===== config.mk =====
export PLATFORM = sky130hd
export DESIGN_NAME = anl_link_ctrl
export DESIGN_NICKNAME = d
export VERILOG_FILES = /design/src/anl_pkg.sv /design/src/anl_link_ctrl.sv
export SDC_FILE = /design/constraint.sdc
export NUM_CORES = 1
export LEC_CHECK = 0
export ABC_AREA = 1
export BUFFER_PORTS_ARGS = -buffer_cell sky130_fd_sc_hd__buf_2
export CAP_MARGIN = 20
export CORE_MARGIN = 10
export CORE_UTILIZATION = 24
export DETAILED_ROUTE_END_ITERATION = 6
export REMOVE_ABC_BUFFERS = 1
export SLEW_MARGIN = 5
export SYNTH_ARGS = -nofsm -noshare
export SYNTH_HDL_FRONTEND = slang
export SYNTH_SLANG_ARGS = --single-unit

===== constraint.sdc =====
create_clock -name clk_in -period 3.17 [get_ports clk_in]
set_clock_uncertainty 0.1 [all_clocks]
set_input_delay 0.1585 -clock clk_in [delete_from_list [all_inputs] [get_ports clk_in]]
set_output_delay 0.1585 -clock clk_in [all_outputs]
set_load 0.03 [all_outputs]

===== src/anl_pkg.sv =====
package anl_pkg;

    localparam int CLK_PERIOD_NS = 10;

    // timer set
    localparam int NUM_TIMERS = 10;
    localparam int TMR_W      = 28;

    localparam int TMR_WAIT       = 0;
    localparam int TMR_BREAK      = 1;
    localparam int TMR_DD_MIN     = 2;
    localparam int TMR_DD_MAX     = 3;
    localparam int TMR_FLP_MAX    = 4;
    localparam int TMR_FLP_MIN    = 5;
    localparam int TMR_INTERVAL   = 6;
    localparam int TMR_LF_INHIBIT = 7;
    localparam int TMR_NLP_MAX    = 8;
    localparam int TMR_NLP_MIN    = 9;
    localparam int TMR_BURST      = 10;

    // least expiry times in ns; expiring at the least time keeps inside range
    localparam int WAIT_MIN_NS       = 500_000_000;
    localparam int BREAK_MIN_NS      = 1_200_000_000;
    localparam int DD_MIN_MIN_NS     = 15_000;
    localparam int DD_MAX_MIN_NS     = 78_000;
    localparam int FLP_MAX_MIN_NS    = 165_000;
    localparam int FLP_MIN_MIN_NS    = 5_000;
    localparam int INTERVAL_MIN_NS   = 55_500;
    localparam int LF_INHIBIT_MIN_NS = 750_000_000;
    localparam int NLP_MAX_MIN_NS    = 50_000_000;
    localparam int NLP_MIN_MIN_NS    = 5_000_000;
    localparam int BURST_MIN_NS      = 5_700_000;

    localparam logic [TMR_W-1:0] WAIT_CYC =
        TMR_W'((WAIT_MIN_NS + CLK_PERIOD_NS - 1) / CLK_PERIOD_NS);
    localparam logic [TMR_W-1:0] BREAK_CYC =
        TMR_W'((BREAK_MIN_NS + CLK_PERIOD_NS - 1) / CLK_PERIOD_NS);
    localparam logic [TMR_W-1:0] DD_MIN_CYC =
        TMR_W'((DD_MIN_MIN_NS + CLK_PERIOD_NS - 1) / CLK_PERIOD_NS);
    localparam logic [TMR_W-1:0] DD_MAX_CYC =
        TMR_W'((DD_MAX_MIN_NS + CLK_PERIOD_NS - 1) / CLK_PERIOD_NS);
    localparam logic [TMR_W-1:0] FLP_MAX_CYC =
        TMR_W'((FLP_MAX_MIN_NS + CLK_PERIOD_NS - 1) / CLK_PERIOD_NS);
    localparam logic [TMR_W-1:0] FLP_MIN_CYC =
        TMR_W'((FLP_MIN_MIN_NS + CLK_PERIOD_NS - 1) / CLK_PERIOD_NS);
    localparam logic [TMR_W-1:0] INTERVAL_CYC =
        TMR_W'((INTERVAL_MIN_NS + CLK_PERIOD_NS - 1) / CLK_PERIOD_NS);
    localparam logic [TMR_W-1:0] LF_INHIBIT_CYC =
        TMR_W'((LF_INHIBIT_MIN_NS + CLK_PERIOD_NS - 1) / CLK_PERIOD_NS);
    localparam logic [TMR_W-1:0] NLP_MAX_CYC =
        TMR_W'((NLP_MAX_MIN_NS + CLK_PERIOD_NS - 1) / CLK_PERIOD_NS);
    localparam logic [TMR_W-1:0] NLP_MIN_CYC =
        TMR_W'((NLP_MIN_MIN_NS + CLK_PERIOD_NS - 1) / CLK_PERIOD_NS);
    localparam logic [TMR_W-1:0] BURST_CYC =
        TMR_W'((BURST_MIN_NS + CLK_PERIOD_NS - 1) / CLK_PERIOD_NS);

    // link control and link status codes
    typedef enum logic [1:0] {
        LC_DISABLE = 2'h0,
        LC_SCAN    = 2'h1,
        LC_ENABLE  = 2'h2
    } anl_link_ctrl_type;

    localparam logic [1:0] LS_FAIL  = 2'h0;
    localparam logic [1:0] LS_READY = 2'h1;
    localparam logic [1:0] LS_OK    = 2'h2;

    // register map (byte addresses)
    localparam logic [7:0] REG_CTRL        = 8'h00;
    localparam logic [7:0] REG_LINK_STAT   = 8'h04;
    localparam logic [7:0] REG_IRQ_STAT    = 8'h08;
    localparam logic [7:0] REG_IRQ_CLR     = 8'h0C;
    localparam logic [7:0] REG_IRQ_EN      = 8'h10;
    localparam logic [7:0] REG_TMR_RESTART = 8'h14;
    localparam logic [7:0] REG_TMR_STAT    = 8'h18;

    // control and status fields
    localparam int CTRL_MODE_LSB = 0;
    localparam int CTRL_SEL_LSB  = 4;
    localparam int LSTAT_NRDY_LSB = 16;
    localparam int TSTAT_RUN_LSB  = 16;

    // interrupt status bits
    localparam int IRQ_W        = 3;
    localparam int IRQ_PD_FAULT = 0;
    localparam int IRQ_WAIT_DONE = 1;
    localparam int IRQ_TMR_EXP  = 2;

    localparam logic [IRQ_W-1:0] IRQ_EN_RST = 3'h0;

endpackage : anl_pkg


===== src/anl_link_ctrl.sv =====
// Notes on behaviour
// each PMA reports exactly one of READY, OK or FAIL.
// under scan-for-carrier a PMA only searches carrier and reports READY.
// enable goes to a single PMA only; never two at once.
// after reset every PMA is driven DISABLE.
// where unclear, the negotiation state machines define behaviour.
// wait timer expires 500 to 1000 ms after start.
// break-link timer expires 1200 to 1500 ms after start.
// data-detect minimum timer expires 15 to 47 us after last clock pulse.
// data-detect maximum timer expires 78 to 100 us after last pulse.
// FLP test maximum timer expires 165 to 185 us after last link pulse.
// FLP test minimum timer expires 5 to 25 us after last link pulse.
// interval timer restarts per sent pulse, expires 55.5 to 69.5 us later.
// link-fail-inhibit timer expires 750 to 1000 ms after link-good-check.
// NLP test maximum timer expires 50 to 150 ms unless restarted.
// NLP test minimum timer expires 5 to 7 ms unless restarted.
// burst timer expires 5.7 to 22.3 ms after last burst pulse.
// at wait expiry, zero or several READY PMAs flag a detection fault.
// each timer is a clock counter with a design-time terminal count.
// each timer has a restart and an expiry flag held until restart.
//
// Design decisions made here: the placing of the registers and the address-and-strobe port.
module anl_link_ctrl #(
    parameter int                         NUM_PMA     = 3,
    parameter logic [anl_pkg::TMR_W-1:0] WAIT_CYC     = anl_pkg::WAIT_CYC,
    parameter logic [anl_pkg::TMR_W-1:0] BREAK_CYC    = anl_pkg::BREAK_CYC,
    parameter logic [anl_pkg::TMR_W-1:0] DD_MIN_CYC   = anl_pkg::DD_MIN_CYC,
    parameter logic [anl_pkg::TMR_W-1:0] DD_MAX_CYC   = anl_pkg::DD_MAX_CYC,
    parameter logic [anl_pkg::TMR_W-1:0] FLP_MAX_CYC  = anl_pkg::FLP_MAX_CYC,
    parameter logic [anl_pkg::TMR_W-1:0] FLP_MIN_CYC  = anl_pkg::FLP_MIN_CYC,
    parameter logic [anl_pkg::TMR_W-1:0] INTERVAL_CYC =
        anl_pkg::INTERVAL_CYC,
    parameter logic [anl_pkg::TMR_W-1:0] LF_INH_CYC   =
        anl_pkg::LF_INHIBIT_CYC,
    parameter logic [anl_pkg::TMR_W-1:0] NLP_MAX_CYC  = anl_pkg::NLP_MAX_CYC,
    parameter logic [anl_pkg::TMR_W-1:0] NLP_MIN_CYC  = anl_pkg::NLP_MIN_CYC,
    parameter logic [anl_pkg::TMR_W-1:0] BURST_CYC    = anl_pkg::BURST_CYC
) (
    // clock and reset
    input  wire logic                              clk_in,
    input  wire logic                              rstn_in,
    // register port
    input  wire logic [7:0]                        addr_in,
    input  wire logic [31:0]                       wr_data_in,
    input  wire logic                              wr_en_in,
    input  wire logic                              rd_en_in,
    output logic      [31:0]                       rd_data_out,
    // technology-dependent PMAs
    input  wire logic [NUM_PMA-1:0][1:0]           link_status_in,
    output logic      [NUM_PMA-1:0][1:0]           link_ctrl_out,
    // timers towards the negotiation state machines
    input  wire logic [anl_pkg::NUM_TIMERS:0]      timer_restart_in,
    output logic      [anl_pkg::NUM_TIMERS:0]      timer_expired_out,
    // interrupt
    output logic                                   irq_out
);

    localparam int NT    = anl_pkg::NUM_TIMERS + 1;
    localparam int TW    = anl_pkg::TMR_W;
    localparam int SEL_W = (NUM_PMA > 1) ? $clog2(NUM_PMA) : 1;
    localparam int IW    = anl_pkg::IRQ_W;

    // terminal counts, index order follows the package timer indices
    localparam logic [NT-1:0][TW-1:0] TERM = {
        BURST_CYC, NLP_MIN_CYC, NLP_MAX_CYC, LF_INH_CYC, INTERVAL_CYC,
        FLP_MIN_CYC, FLP_MAX_CYC, DD_MAX_CYC, DD_MIN_CYC, BREAK_CYC, WAIT_CYC
    };

    typedef struct packed {
        logic [1:0]                 mode;
        logic [SEL_W-1:0]           sel;
        logic [NUM_PMA-1:0][1:0]    link_ctrl;
        logic [NT-1:0][TW-1:0]      cnt;
        logic [NT-1:0]              run;
        logic [NT-1:0]              expired;
        logic [IW-1:0]              irq_stat;
        logic [IW-1:0]              irq_en;
        logic                       irq;
        logic [31:0]                rd_data;
    } anl_state_type;

    anl_state_type st_ff;
    anl_state_type nxt_st;

    logic [NT-1:0] restart;
    logic [NT-1:0] hit;
    logic [7:0]    nrdy;
    logic [IW-1:0] ev;

    always_comb begin
        nxt_st  = st_ff;
        restart = timer_restart_in;
        hit     = '0;
        nrdy    = 8'h00;
        ev      = '0;

        if (wr_en_in && addr_in == anl_pkg::REG_TMR_RESTART) begin
            restart = restart | wr_data_in[NT-1:0];
        end

        // timers: restart clears count and flag; flag holds until restart
        for (int i = 0; i < NT; i++) begin
            if (restart[i]) begin
                nxt_st.cnt[i]     = '0;
                nxt_st.run[i]     = 1'b1;
                nxt_st.expired[i] = 1'b0;
            end else if (st_ff.run[i]) begin
                if (st_ff.cnt[i] == TERM[i] - 1'b1) begin
                    hit[i]            = 1'b1;
                    nxt_st.expired[i] = 1'b1;
                    nxt_st.run[i]     = 1'b0;
                end else begin
                    nxt_st.cnt[i] = st_ff.cnt[i] + 1'b1;
                end
            end
        end

        // only the READY code counts; OK and FAIL do not
        for (int p = 0; p < NUM_PMA; p++) begin
            if (link_status_in[p] == anl_pkg::LS_READY) begin
                nrdy = nrdy + 8'h01;
            end
        end

        ev[anl_pkg::IRQ_WAIT_DONE] = hit[anl_pkg::TMR_WAIT];
        ev[anl_pkg::IRQ_PD_FAULT]  = hit[anl_pkg::TMR_WAIT]
                                     && nrdy != 8'h01;
        ev[anl_pkg::IRQ_TMR_EXP]   = |hit;

        if (wr_en_in) begin
            unique case (addr_in)
                anl_pkg::REG_CTRL: begin
                    nxt_st.mode = wr_data_in[anl_pkg::CTRL_MODE_LSB +: 2];
                    nxt_st.sel  = wr_data_in[anl_pkg::CTRL_SEL_LSB +: SEL_W];
                end
                anl_pkg::REG_IRQ_CLR: begin
                    nxt_st.irq_stat = st_ff.irq_stat & ~wr_data_in[IW-1:0];
                end
                anl_pkg::REG_IRQ_EN: begin
                    nxt_st.irq_en = wr_data_in[IW-1:0];
                end
                default: begin
                end
            endcase
        end
        // a new event wins over a clear in the same cycle
        nxt_st.irq_stat = nxt_st.irq_stat | ev;
        nxt_st.irq      = |(nxt_st.irq_stat & nxt_st.irq_en);

        // link control: all disabled unless scanning or one PMA enabled
        for (int p = 0; p < NUM_PMA; p++) begin
            nxt_st.link_ctrl[p] = anl_pkg::LC_DISABLE;
            if (nxt_st.mode == anl_pkg::LC_SCAN) begin
                nxt_st.link_ctrl[p] = anl_pkg::LC_SCAN;
            end else if (nxt_st.mode == anl_pkg::LC_ENABLE
                         && p == int'(nxt_st.sel)) begin
                nxt_st.link_ctrl[p] = anl_pkg::LC_ENABLE;
            end
        end

        nxt_st.rd_data = 32'h0000_0000;
        if (rd_en_in) begin
            unique case (addr_in)
                anl_pkg::REG_CTRL: begin
                    nxt_st.rd_data[anl_pkg::CTRL_MODE_LSB +: 2] =
                        st_ff.mode;
                    nxt_st.rd_data[anl_pkg::CTRL_SEL_LSB +: SEL_W] =
                        st_ff.sel;
                end
                anl_pkg::REG_LINK_STAT: begin
                    nxt_st.rd_data[2*NUM_PMA-1:0] = link_status_in;
                    nxt_st.rd_data[anl_pkg::LSTAT_NRDY_LSB +: 8] = nrdy;
                end
                anl_pkg::REG_IRQ_STAT: begin
                    nxt_st.rd_data[IW-1:0] = st_ff.irq_stat;
                end
                anl_pkg::REG_IRQ_EN: begin
                    nxt_st.rd_data[IW-1:0] = st_ff.irq_en;
                end
                anl_pkg::REG_TMR_STAT: begin
                    nxt_st.rd_data[NT-1:0] = st_ff.expired;
                    nxt_st.rd_data[anl_pkg::TSTAT_RUN_LSB +: NT] =
                        st_ff.run;
                end
                default: begin
                end
            endcase
        end
    end

    // all-zero reset: mode and every link control read DISABLE
    always_ff @(posedge clk_in or negedge rstn_in) begin
        if (!rstn_in) begin
            st_ff <= '0;
        end else begin
            st_ff <= nxt_st;
        end
    end

    assign rd_data_out       = st_ff.rd_data;
    assign link_ctrl_out     = st_ff.link_ctrl;
    assign timer_expired_out = st_ff.expired;
    assign irq_out           = st_ff.irq;

endmodule : anl_link_ctrl


Yosys cells after proc, flatten, opt, wreduce, memory -nomap -nowiden
Cells that the tools add are included.

word-level totals
  register bits = 369
  input bits = 61
  output and inout port bits = 50
  word-level logic and storage cells = 295

cells by class
  $add $sub $neg = 13
  equality and inequality tests = 36
  multiplexer cells = 156
  bitwise logic cells = 5
  reduce and logical (&&, ||, !) cells = 53

operator list
  kind                                                                     count
  28-bit 2-to-1 mux                                                        33
  28-bit by 1-bit adder with 28-bit output, second input constant          11
  1-bit 2-to-1 mux                                                         100
  28-bit by 13-bit equality test with 1-bit output, second input constant  2
  28-bit by 27-bit equality test with 1-bit output, second input constant  2
  2-bit AND reduction                                                      22
  2-bit nonzero test                                                       22
  11-bit 2-to-1 mux                                                        3
  28-bit by 11-bit equality test with 1-bit output, second input constant  1
  28-bit by 15-bit equality test with 1-bit output, second input constant  1
  28-bit by 19-bit equality test with 1-bit output, second input constant  1
  28-bit by 20-bit equality test with 1-bit output, second input constant  1
  28-bit by 23-bit equality test with 1-bit output, second input constant  1
  28-bit by 26-bit equality test with 1-bit output, second input constant  1
  28-bit by 9-bit equality test with 1-bit output, second input constant   1
  8-bit by 5-bit equality test with 1-bit output, second input constant    3
  2-bit != test, second input constant                                     11
  8-bit by 1-bit adder with 8-bit output, second input constant            2
  8-bit by 4-bit equality test with 1-bit output, second input constant    2
  8-bit 2-to-1 mux                                                         2
  8-bit one-hot mux with 2 select lines                                    1
  2-bit 2-to-1 mux                                                         6
  11-bit OR                                                                1
  11-bit OR reduction                                                      1
  20 further kinds                                                         32

Depth between registers and ports, before layout
Gate-level depths: netlist of run 1.

  depth after elaboration = 11
  mapped depth = 14
  gate-level depth less buffers = 14

Worst setup path after synthesis of run 1
Ideal clock, no wire load.

  path type = flip-flop to flip-flop
  start = register st_ff[229] (netlist name)
  end = register st_ff[241] (netlist name)
  library setup time = 0.120 ns
  arrival time = 1.724 ns
  required time = 2.950 ns
  setup slack = 1.226 ns
  stages on the path, launching flop included = 8
  buffers on the path = 0
  clock period less this slack = 1.944 ns
  cell sequence = dfrtp_1 ha_1 nand3_1 nor4_1 nand2_1 nor3_1 and2_1 nor2_1

on the way
  word-level cells in the longest chain between the ends = 4
  elaborated cells on any way between the ends = 7
  classes of those cells = add/sub (1); eq/ne (2); mux (3); reduce/logical (1)

RTL lines
  what                                      RTL line              source
  start: declaration                        anl_link_ctrl.sv:82   anl_state_type st_ff;
  start signal: assignment                  anl_link_ctrl.sv:196  st_ff <= nxt_st;
  28-bit by 1-bit adder with 28-bit output  anl_link_ctrl.sv:113  nxt_st.cnt[i] = st_ff.cnt[i] + 1'b1;
  28-bit 2-to-1 mux                         anl_link_ctrl.sv:108  if (st_ff.cnt[i] == TERM[i] - 1'b1) begin
  28-bit 2-to-1 mux                         anl_link_ctrl.sv:107  end else if (st_ff.run[i]) begin
  28-bit 2-to-1 mux                         anl_link_ctrl.sv:103  if (restart[i]) begin

Several ways; a longest one is shown, not always the timed one. The select of a mux whose other input is x is not followed.
A chain may end at the register's enable or synchronous reset.

Final worst setup path of run 1
  start = input port addr_in[2]
  end = register st_ff[345] (netlist name)

on the way
  word-level cells in the longest chain between the ends = 5
  elaborated cells on any way between the ends = 7
  classes of those cells = eq/ne (2); mux (2); reduce/logical (3)

RTL lines
  what                                                                  RTL line             source
  start: declaration                                                    anl_link_ctrl.sv:43  input wire logic [7:0] addr_in,
  8-bit by 5-bit equality test with 1-bit output *                      anl_link_ctrl.sv:97  if (wr_en_in && addr_in == anl_pkg::REG_TMR_RESTART) begin
  1-bit logical AND *                                                   anl_link_ctrl.sv:97
  11-bit 2-to-1 mux *                                                   anl_link_ctrl.sv:97
  2-bit != test (no source line) or 2-bit nonzero test (tied branches)  n/a
  2-bit AND reduction (no source line)                                  n/a

Mark *: on every way between the ends. The rest lies on a longest branch, timed or not.

==> results of run 1 <==
-- per-layer routing --
layer  global-route usage [%]  part of all wire [%]
met5                        0                 0.019
met4                    3.570                   2.4
met3                    2.699                   6.9
met2                    18.18                    42
met1                    17.42                    49
-- cell usage after synthesis (3+ instances only) --
cell	count	share of area, %
nand4_1	161	4.3
or2_2	8	0.22
buf_1	3	0.048
o31ai_1	38	1.2
nand3_1	261	5.6
o31ai_2	7	0.38
buf_6	13	0.63
dfrtp_1	367	39
nor2_4	6	0.29
a21oi_1	77	1.7
o21ai_2	9	0.34
nand2_1	829	13
o21ai_0	197	4.2
a31oi_1	5	0.13
xor2_1	85	3.2
nor2_2	14	0.38
o22ai_1	4	0.11
xnor2_1	24	0.90
nor4_1	30	0.81
nor3b_1	3	0.097
inv_2	15	0.24
o21ai_1	27	0.58
buf_2	37	0.80
nor2_1	399	6.4
clkbuf_1	17	0.27
nor3_1	182	3.9
clkbuf_2	3	0.065
and3_1	4	0.11
nand3b_1	7	0.23
inv_1	391	6.3
o21a_1	3	0.097
ha_1	14	0.75
buf_4	53	1.7
nand2_2	7	0.19
-- metrics by stage --
step | util (%) | std cells | setup WS, ns
4_1_cts | 27.44 | 4693 | 0.3626
3_3_place_gp | 25.74 | 4595 | 0.5248
5_1_grt | 27.44 | 4693 | 0.1775
2_1_floorplan | - | 3202 | 0.4156
6_report | 27.45 | 4694 | 0.3778
3_5_place_dp | 25.76 | 4596 | 0.5614
-- state kept, by name, indices dropped and copies added (netlist names) --
name	count
timer_expired_out	11
link_ctrl_out	4
irq_out	1
st_ff	329
rd_data_out	22
-- tightest hold or removal path, stage by stage --
cell,delay (ns)
buf_2,0.09
nand4_1,0.09
nand2_1,0.25
a21oi_1,0.07
-- repair_timing --
action                                  CTS  global route
endpoints found under the hold margin   146             0
endpoints found under the setup margin    0             0
hold buffers                             20             0
-- power groups by stage --
stage / clock, uW / combinational (uW) / sequential (uW)
6_report: 5080 / 493 / 4770
5_1_grt: 5460 / 560 / 4770
4_1_cts: 5260 / 500 / 4770
3_5_place_dp: 0 / 477 / 4850
3_3_place_gp: 0 / 474 / 4850
2_1_floorplan: 0 / 209 / 4850
-- kinds of logic (layout without fill, tap and decap cells) --
| logic type | Yosys count | count (layout) | synth area share (%) |
|---|---|---|---|
| flip-flops | 367 | 367 | 39.49 |
| adder cells (fa/ha/maj) | 14 | 14 | 0.7533 |
| other | 1 | 11 | 0.01613 |
| AO/OA/AOI/OAI | 372 | 372 | 8.958 |
| XOR/XNOR | 109 | 109 | 4.105 |
| buffers and inverters | 535 | 624 | 10.15 |
| AND/OR/NAND/NOR | 1921 | 1921 | 36.52 |
-- worst max path at each step --
stage	from	to	slack, ns	depth (start not counted)
detailed placement	addr_in[6]	st_ff[80]$_DFFE_PN0P_	0.56	13
CTS	addr_in[2]	st_ff[352]$_DFFE_PN0P_	0.36	15
finish	addr_in[2]	st_ff[345]$_DFFE_PN0P_	0.38	15
global route	addr_in[2]	st_ff[345]$_DFFE_PN0P_	0.18	15
global placement	addr_in[5]	st_ff[80]$_DFFE_PN0P_	0.52	13
floorplan	addr_in[6]	st_ff[80]$_DFFE_PN0P_	0.42	12
-- final cells by class --
class                      instances  share of cell area (%)
antenna                            1                0.009456
clock inverter                    19                  0.8794
tap                             1276                   6.033
timing repair buffer             138                   3.659
sequential                       367                   34.70
clock buffer                      58                   4.501
inverter                         409                   5.825
multi-input combinational       2426                   44.39
==> results.yml, run 1 <==
setup_path:
  slowest_delay_ns: 0.58
  critPathArrivalTime_ns: 3.17
  r2r_cells: 13
  worstPathMaxFanout: 20
  path_cells: "dlygate4sd3_1 > buf_2 > nand2_1 > nor2_2 > buf_4 > nand2_1 > nor2_1 > a21oi_2 > dlygate4sd3_1 > inv_2 > nor2_4 > inv_2 > nand3_1 > nand2_1 > nor2_1"
  worst-path-buf-inv: 6
  worstReg2RegEnd: "st_ff[80]$_DFFE_PN0P_"
  r2r_slack_ns: 0.49
  cpMostUsedCell: "nand2_1"
  crit_type: "in -> reg"
  critPathCaptureType: "flop"
  crit_required_ns: 3.54
  timing.rr.start: "st_ff[61]$_DFFE_PN0P_"
  worst_path_max_delay_cell: "dlygate4sd3_1"
  critPathTopFamily: "buffers and inverters"
  critical_path.startpoint_type: "primary input"
timing:
  period_share_pct: 88.08
  whs_ns: 0.01400
  worst_pin_slew_ns: 0.8663
  finalSetupViolCount: 0
  slew_headroom_pct: 42.18
  tns_ns: 0
  final_hold_viol_count: 0
  final.min_clock_period_ns: 2.792
  max_clock_freq_ghz: 0.3581
  grt_setup_unrepaired: "false"
  finalMaxSlewViolations: 0
cells_and_area:
  nFillCells: 10673
  drive_gt1_share_pct: 7.814
  final_common_cell: "nand2_1"
  fin_nets: 3459
  stdcell_area_um2: 26460
  syn_to_final_growth_pct: 13.80
  final_cell_mix: "829 x nand2_1, 399 x nor2_1, 391 x inv_1"
  multiInputGateArea_um2: 11750
  seq_area_um2: 9184
power:
  vdd_drop_max_uv: 343.7
  netSwitchingFraction_pct: 24.89
  p_sw_uw: 2575
  seqPwrFrac_pct: 46.1
  internal-power_uw: 7768
  p_leak_uw: 0.01128
  clockPowerShare_pct: 49.1
  power_uw: 10340
  p_per_area_nw_per_um2: 390.8
  p_comb_share_pct: 4.8
cts:
  cts.sinks: 367
  ctsResizeCount: 0
  postCtsSetupRepairBufs: 0
  cts_tree: "done"
  cts.path.max_buffers: 3
  htree_levels: 2
  clkTransAtPathRegs_ns: 0.06
  ctsRootBufferMaster: "clkbuf_16"
  clk_latency_ns: 0.62
  numCtsBuffers: 42
detailed_routing:
  vias: 22068
  drc: 0
  first_pass_iters: 6
  drtIter0Drc: 1772
  via_per_inst: 4.701
  ant_nets: 0
  wire_per_inst_um: 14.76
  wl_mm: 69.28
global_routing:
  grt-ovfl-total: 0
  track_usage_pct: 12.23
  grt_max_degree: 90
  grt_antenna_before_repair: 2
  grt_pass1_vias: 20863
  grt_pass1_wl_mm: 112.7
synth:
  synth_edf_count: 0
  syn_area_um2: 23250
  yosys_most_used_dff: "dfrtp_1"
  yosys_warnings: 0
  synthDistinctLibCells: 48
  synthArstFlopShare_pct: 100.0
  synth_seq_area_share_pct: 39.49
  syn_inst: 3319
  synth-seq-cells: 367
  syn_avg_cell_area_um2: 7.007
floorplan:
  core_um2: 96420
  die-area_um2: 109700
  start_util_pct: 24.12
  rows: 114
  die_w_um: 331.3
  fp.dieH_um: 331.3
  ios: 111
min_path:
  worstHoldStart: "wr_data_in[7]"
  worstHoldPathCells: 4
  hold_path_end: "timer_expired_out[7]$_DFFE_PN0P_"
  worstHoldPathType: "in -> reg"
placement:
  hpwl_mm: 51.93
  io_buffers: 79
  place_congestion: 0.9138
  place_area_um2: 24840
run:
  cap_violations: 0
run_status:
  status: "completed"
No activity file was read; power rests on OpenSTA's default activity.
==> run 2, diff against run 1 <==
--- a/config.mk
+++ b/config.mk
@@ -5,7 +5,6 @@
 export SDC_FILE = /design/constraint.sdc
 export NUM_CORES = 1
 export LEC_CHECK = 0
-export ABC_AREA = 1
 export BUFFER_PORTS_ARGS = -buffer_cell sky130_fd_sc_hd__buf_2
 export CAP_MARGIN = 20
 export CORE_MARGIN = 10
==> results.yml, run 2 <==
placement:
  place_area_um2: 21060
  post-place-ws_ns: 0.4237
  hpwl_mm: 33.58
  place_congestion: 0.8047
  io_buffers: 79
setup_path:
  crit_type: "in -> reg"
  worstPathMaxFanout: 12
  critical_path.startpoint_type: "primary input"
  crit_required_ns: 3.60
  r2r_cells: 8
  critPathArrivalTime_ns: 3.40
  critPathCaptureType: "flop"
cells_and_area:
  stdcell_area_um2: 22910
  final_common_cell: "dfrtp_1"
  largest_reg_flops: 329
  syn_to_final_growth_pct: 17.47
  final_cell_mix: "367 x dfrtp_1, 312 x nor2_1, 190 x xnor2_1"
  drive_gt1_share_pct: 11.33
  regMostFlops: "st_ff"
  fin_nets: 2258
timing:
  finalMaxSlewViolations: 0
  finalSetupViolCount: 0
  tns_ns: 0
  period_share_pct: 93.68
  worst_pin_slew_ns: 0.8609
  whs_ns: 0.04185
  grt_setup_unrepaired: "false"
  max_clock_freq_ghz: 0.3367
  fin_ws_ns: 0.2003
  slew_headroom_pct: 42.61
  final_hold_viol_count: 0
  final.min_clock_period_ns: 2.970
run:
  cap_violations: 0
cts:
  ctsRootBufferMaster: "clkbuf_16"
  htree_levels: 2
  postCtsSetupRepairBufs: 0
  ctsHoldBuffers: 40
  cts_tree: "done"
  cts.sinks: 367
  clk_latency_ns: 0.59
  clkTransAtPathRegs_ns: 0.06
  numCtsBuffers: 42
  cts.path.max_buffers: 3
  ctsResizeCount: 0
min_path:
  worstHoldPathCells: 5
  worstHoldPathType: "in -> reg"
run_status:
  status: "completed"
synth:
  synth.most_common_cell: "dfrtp_1"
  synth-seq-cells: 367
  yosysTopAreaCell: "dfrtp_1"
  yosys_most_used_dff: "dfrtp_1"
  synth_edf_count: 0
  syn_avg_cell_area_um2: 9.387
  synth_seq_area_share_pct: 47.08
  ys_top_cells_by_count: "367 x dfrtp_1, 312 x nor2_1, 190 x xnor2_1"
  synth_top_area_share_pct: 47.08
  synthDistinctLibCells: 76
  syn_area_um2: 19510
  ys_top_cells_by_area: "dfrtp_1 47%, xnor2_1 8.5%, nor2_1 6.0%"
  syn_inst: 2078
  yosys_warnings: 0
  synthArstFlopShare_pct: 100.0
power:
  power_uw: 10290
  p_per_area_nw_per_um2: 449.0
  p_leak_uw: 0.009204
  vdd_drop_max_uv: 313.8
global_routing:
  grt_pass1_vias: 14738
  grt-ovfl-total: 0
  track_usage_pct: 10.14
  grt_antenna_before_repair: 6
  grt_pass1_wl_mm: 79.63
  grt_max_degree: 91
detailed_routing:
  first_pass_iters: 5
  wl_mm: 48.19
  wire_per_inst_um: 14.71
  vias: 15165
  drc: 0
  via_per_inst: 4.629
  ant_nets: 0
  drtIter0Drc: 1015
floorplan:
  ios: 111
  start_util_pct: 24.22
  rows: 104
  fp.dieH_um: 305.1
  die-area_um2: 93080
  die_w_um: 305.1
  core_um2: 80550
-- run 2: cell count changes after synthesis, moves of 34 or more --
cell and change:
inv_1 -319, nor3_1 -104, a211oi_1 +35, o31ai_1 -34, o21ai_0 -164, nand4_1 -96, nor2_1 -87, or3_1 +38
nor4_1 +52, xnor2_1 +166, and3_1 +40, nand2_1 -671, nand3_1 -163
-- run 2: cell families (layout without fill, tap and decap cells) --
| family | Yosys count | after routing | synth area share (%) |
|---|---|---|---|
| AND/OR/NAND/NOR | 1003 | 1003 | 26.20 |
| flip-flops | 367 | 367 | 47.08 |
| XOR/XNOR | 259 | 259 | 11.63 |
| AO/OA/AOI/OAI | 216 | 216 | 8.024 |
| buffers and inverters | 196 | 324 | 4.958 |
| multiplexers | 22 | 22 | 1.187 |
| adder cells (fa/ha/maj) | 14 | 14 | 0.8980 |
| other | 1 | 11 | 0.01922 |
-- run 2: cell type report --
| class | instances | area (um2) |
|---|---|---|
| Fill cell | 8415 | 57630 |
| Multi-Input combinational cell | 1524 | 9405 |
| Sequential cell | 367 | 9184 |
| Tap cell | 1060 | 1326 |
| Timing Repair Buffer | 176 | 1281 |
| Clock buffer | 59 | 1225 |
| Inverter | 72 | 270.3 |
| Clock inverter | 17 | 220.2 |
| Antenna cell | 1 | 2.502 |
-- run 2: worst paths after layout --
kind	start	endpoint	slack (ns)
min in group asynchronous	rstn_in	st_ff[303]$_DFFE_PN0P_	0.10
setup reg to reg	st_ff[257]$_DFFE_PN0P_	st_ff[284]$_DFFE_PN0P_	0.46
hold reg to reg	timer_expired_out[0]$_DFFE_PN0P_	timer_expired_out[0]$_DFFE_PN0P_	0.40
max in group asynchronous	rstn_in	st_ff[107]$_DFFE_PN0P_	1.83
hold / removal	wr_data_in[9]	st_ff[321]$_DFFE_PN0P_	0.04
setup / recovery	addr_in[0]	st_ff[362]$_DFFE_PN0P_	0.20
-- run 2: where the power goes --
part	switching, uW	leakage [uW]	total [uW]	internal [uW]
sequential	44.0	0.00504	4770	4730
combinational	316	0.00346	467	151
clock	2080	0.000708	5050	2970
total	2440	0.00920	10300	7850
-- run 2: metal layers --
| metal | GRT usage (%) | part of all wire, % | up-vias | wire length, um |
|---|---|---|---|---|
| met5 | 0 | 0.11 | - | 53 |
| met4 | 3.056 | 2.3 | 8 | 1088 |
| met3 | 2.338 | 4.8 | 63 | 2324 |
| met2 | 15.86 | 45 | 232 | 21750 |
| met1 | 13.71 | 48 | 7390 | 22980 |
| li1 | - | - | 7472 | - |
-- run 2: worst max-delay path: stages --
cell           delay [ns]
dlygate4sd3_1        0.54
buf_2                0.14
nor4b_2              0.31
and3_2               0.51
a21oi_2              0.10
dlygate4sd3_1        0.59
buf_4                0.20
a211oi_1             0.29
or4b_1               0.47
nand2_1              0.08
-- run 2: stage by stage --
| step | utilization (%) | cells |
|---|---|---|
| after CTS | 28.44 | 3274 |
| after global routing | 28.45 | 3276 |
| after detailed placement | 26.15 | 3158 |
| after floorplan | - | 1963 |
| final | 28.45 | 3276 |
| after global placement | 26.15 | 3158 |
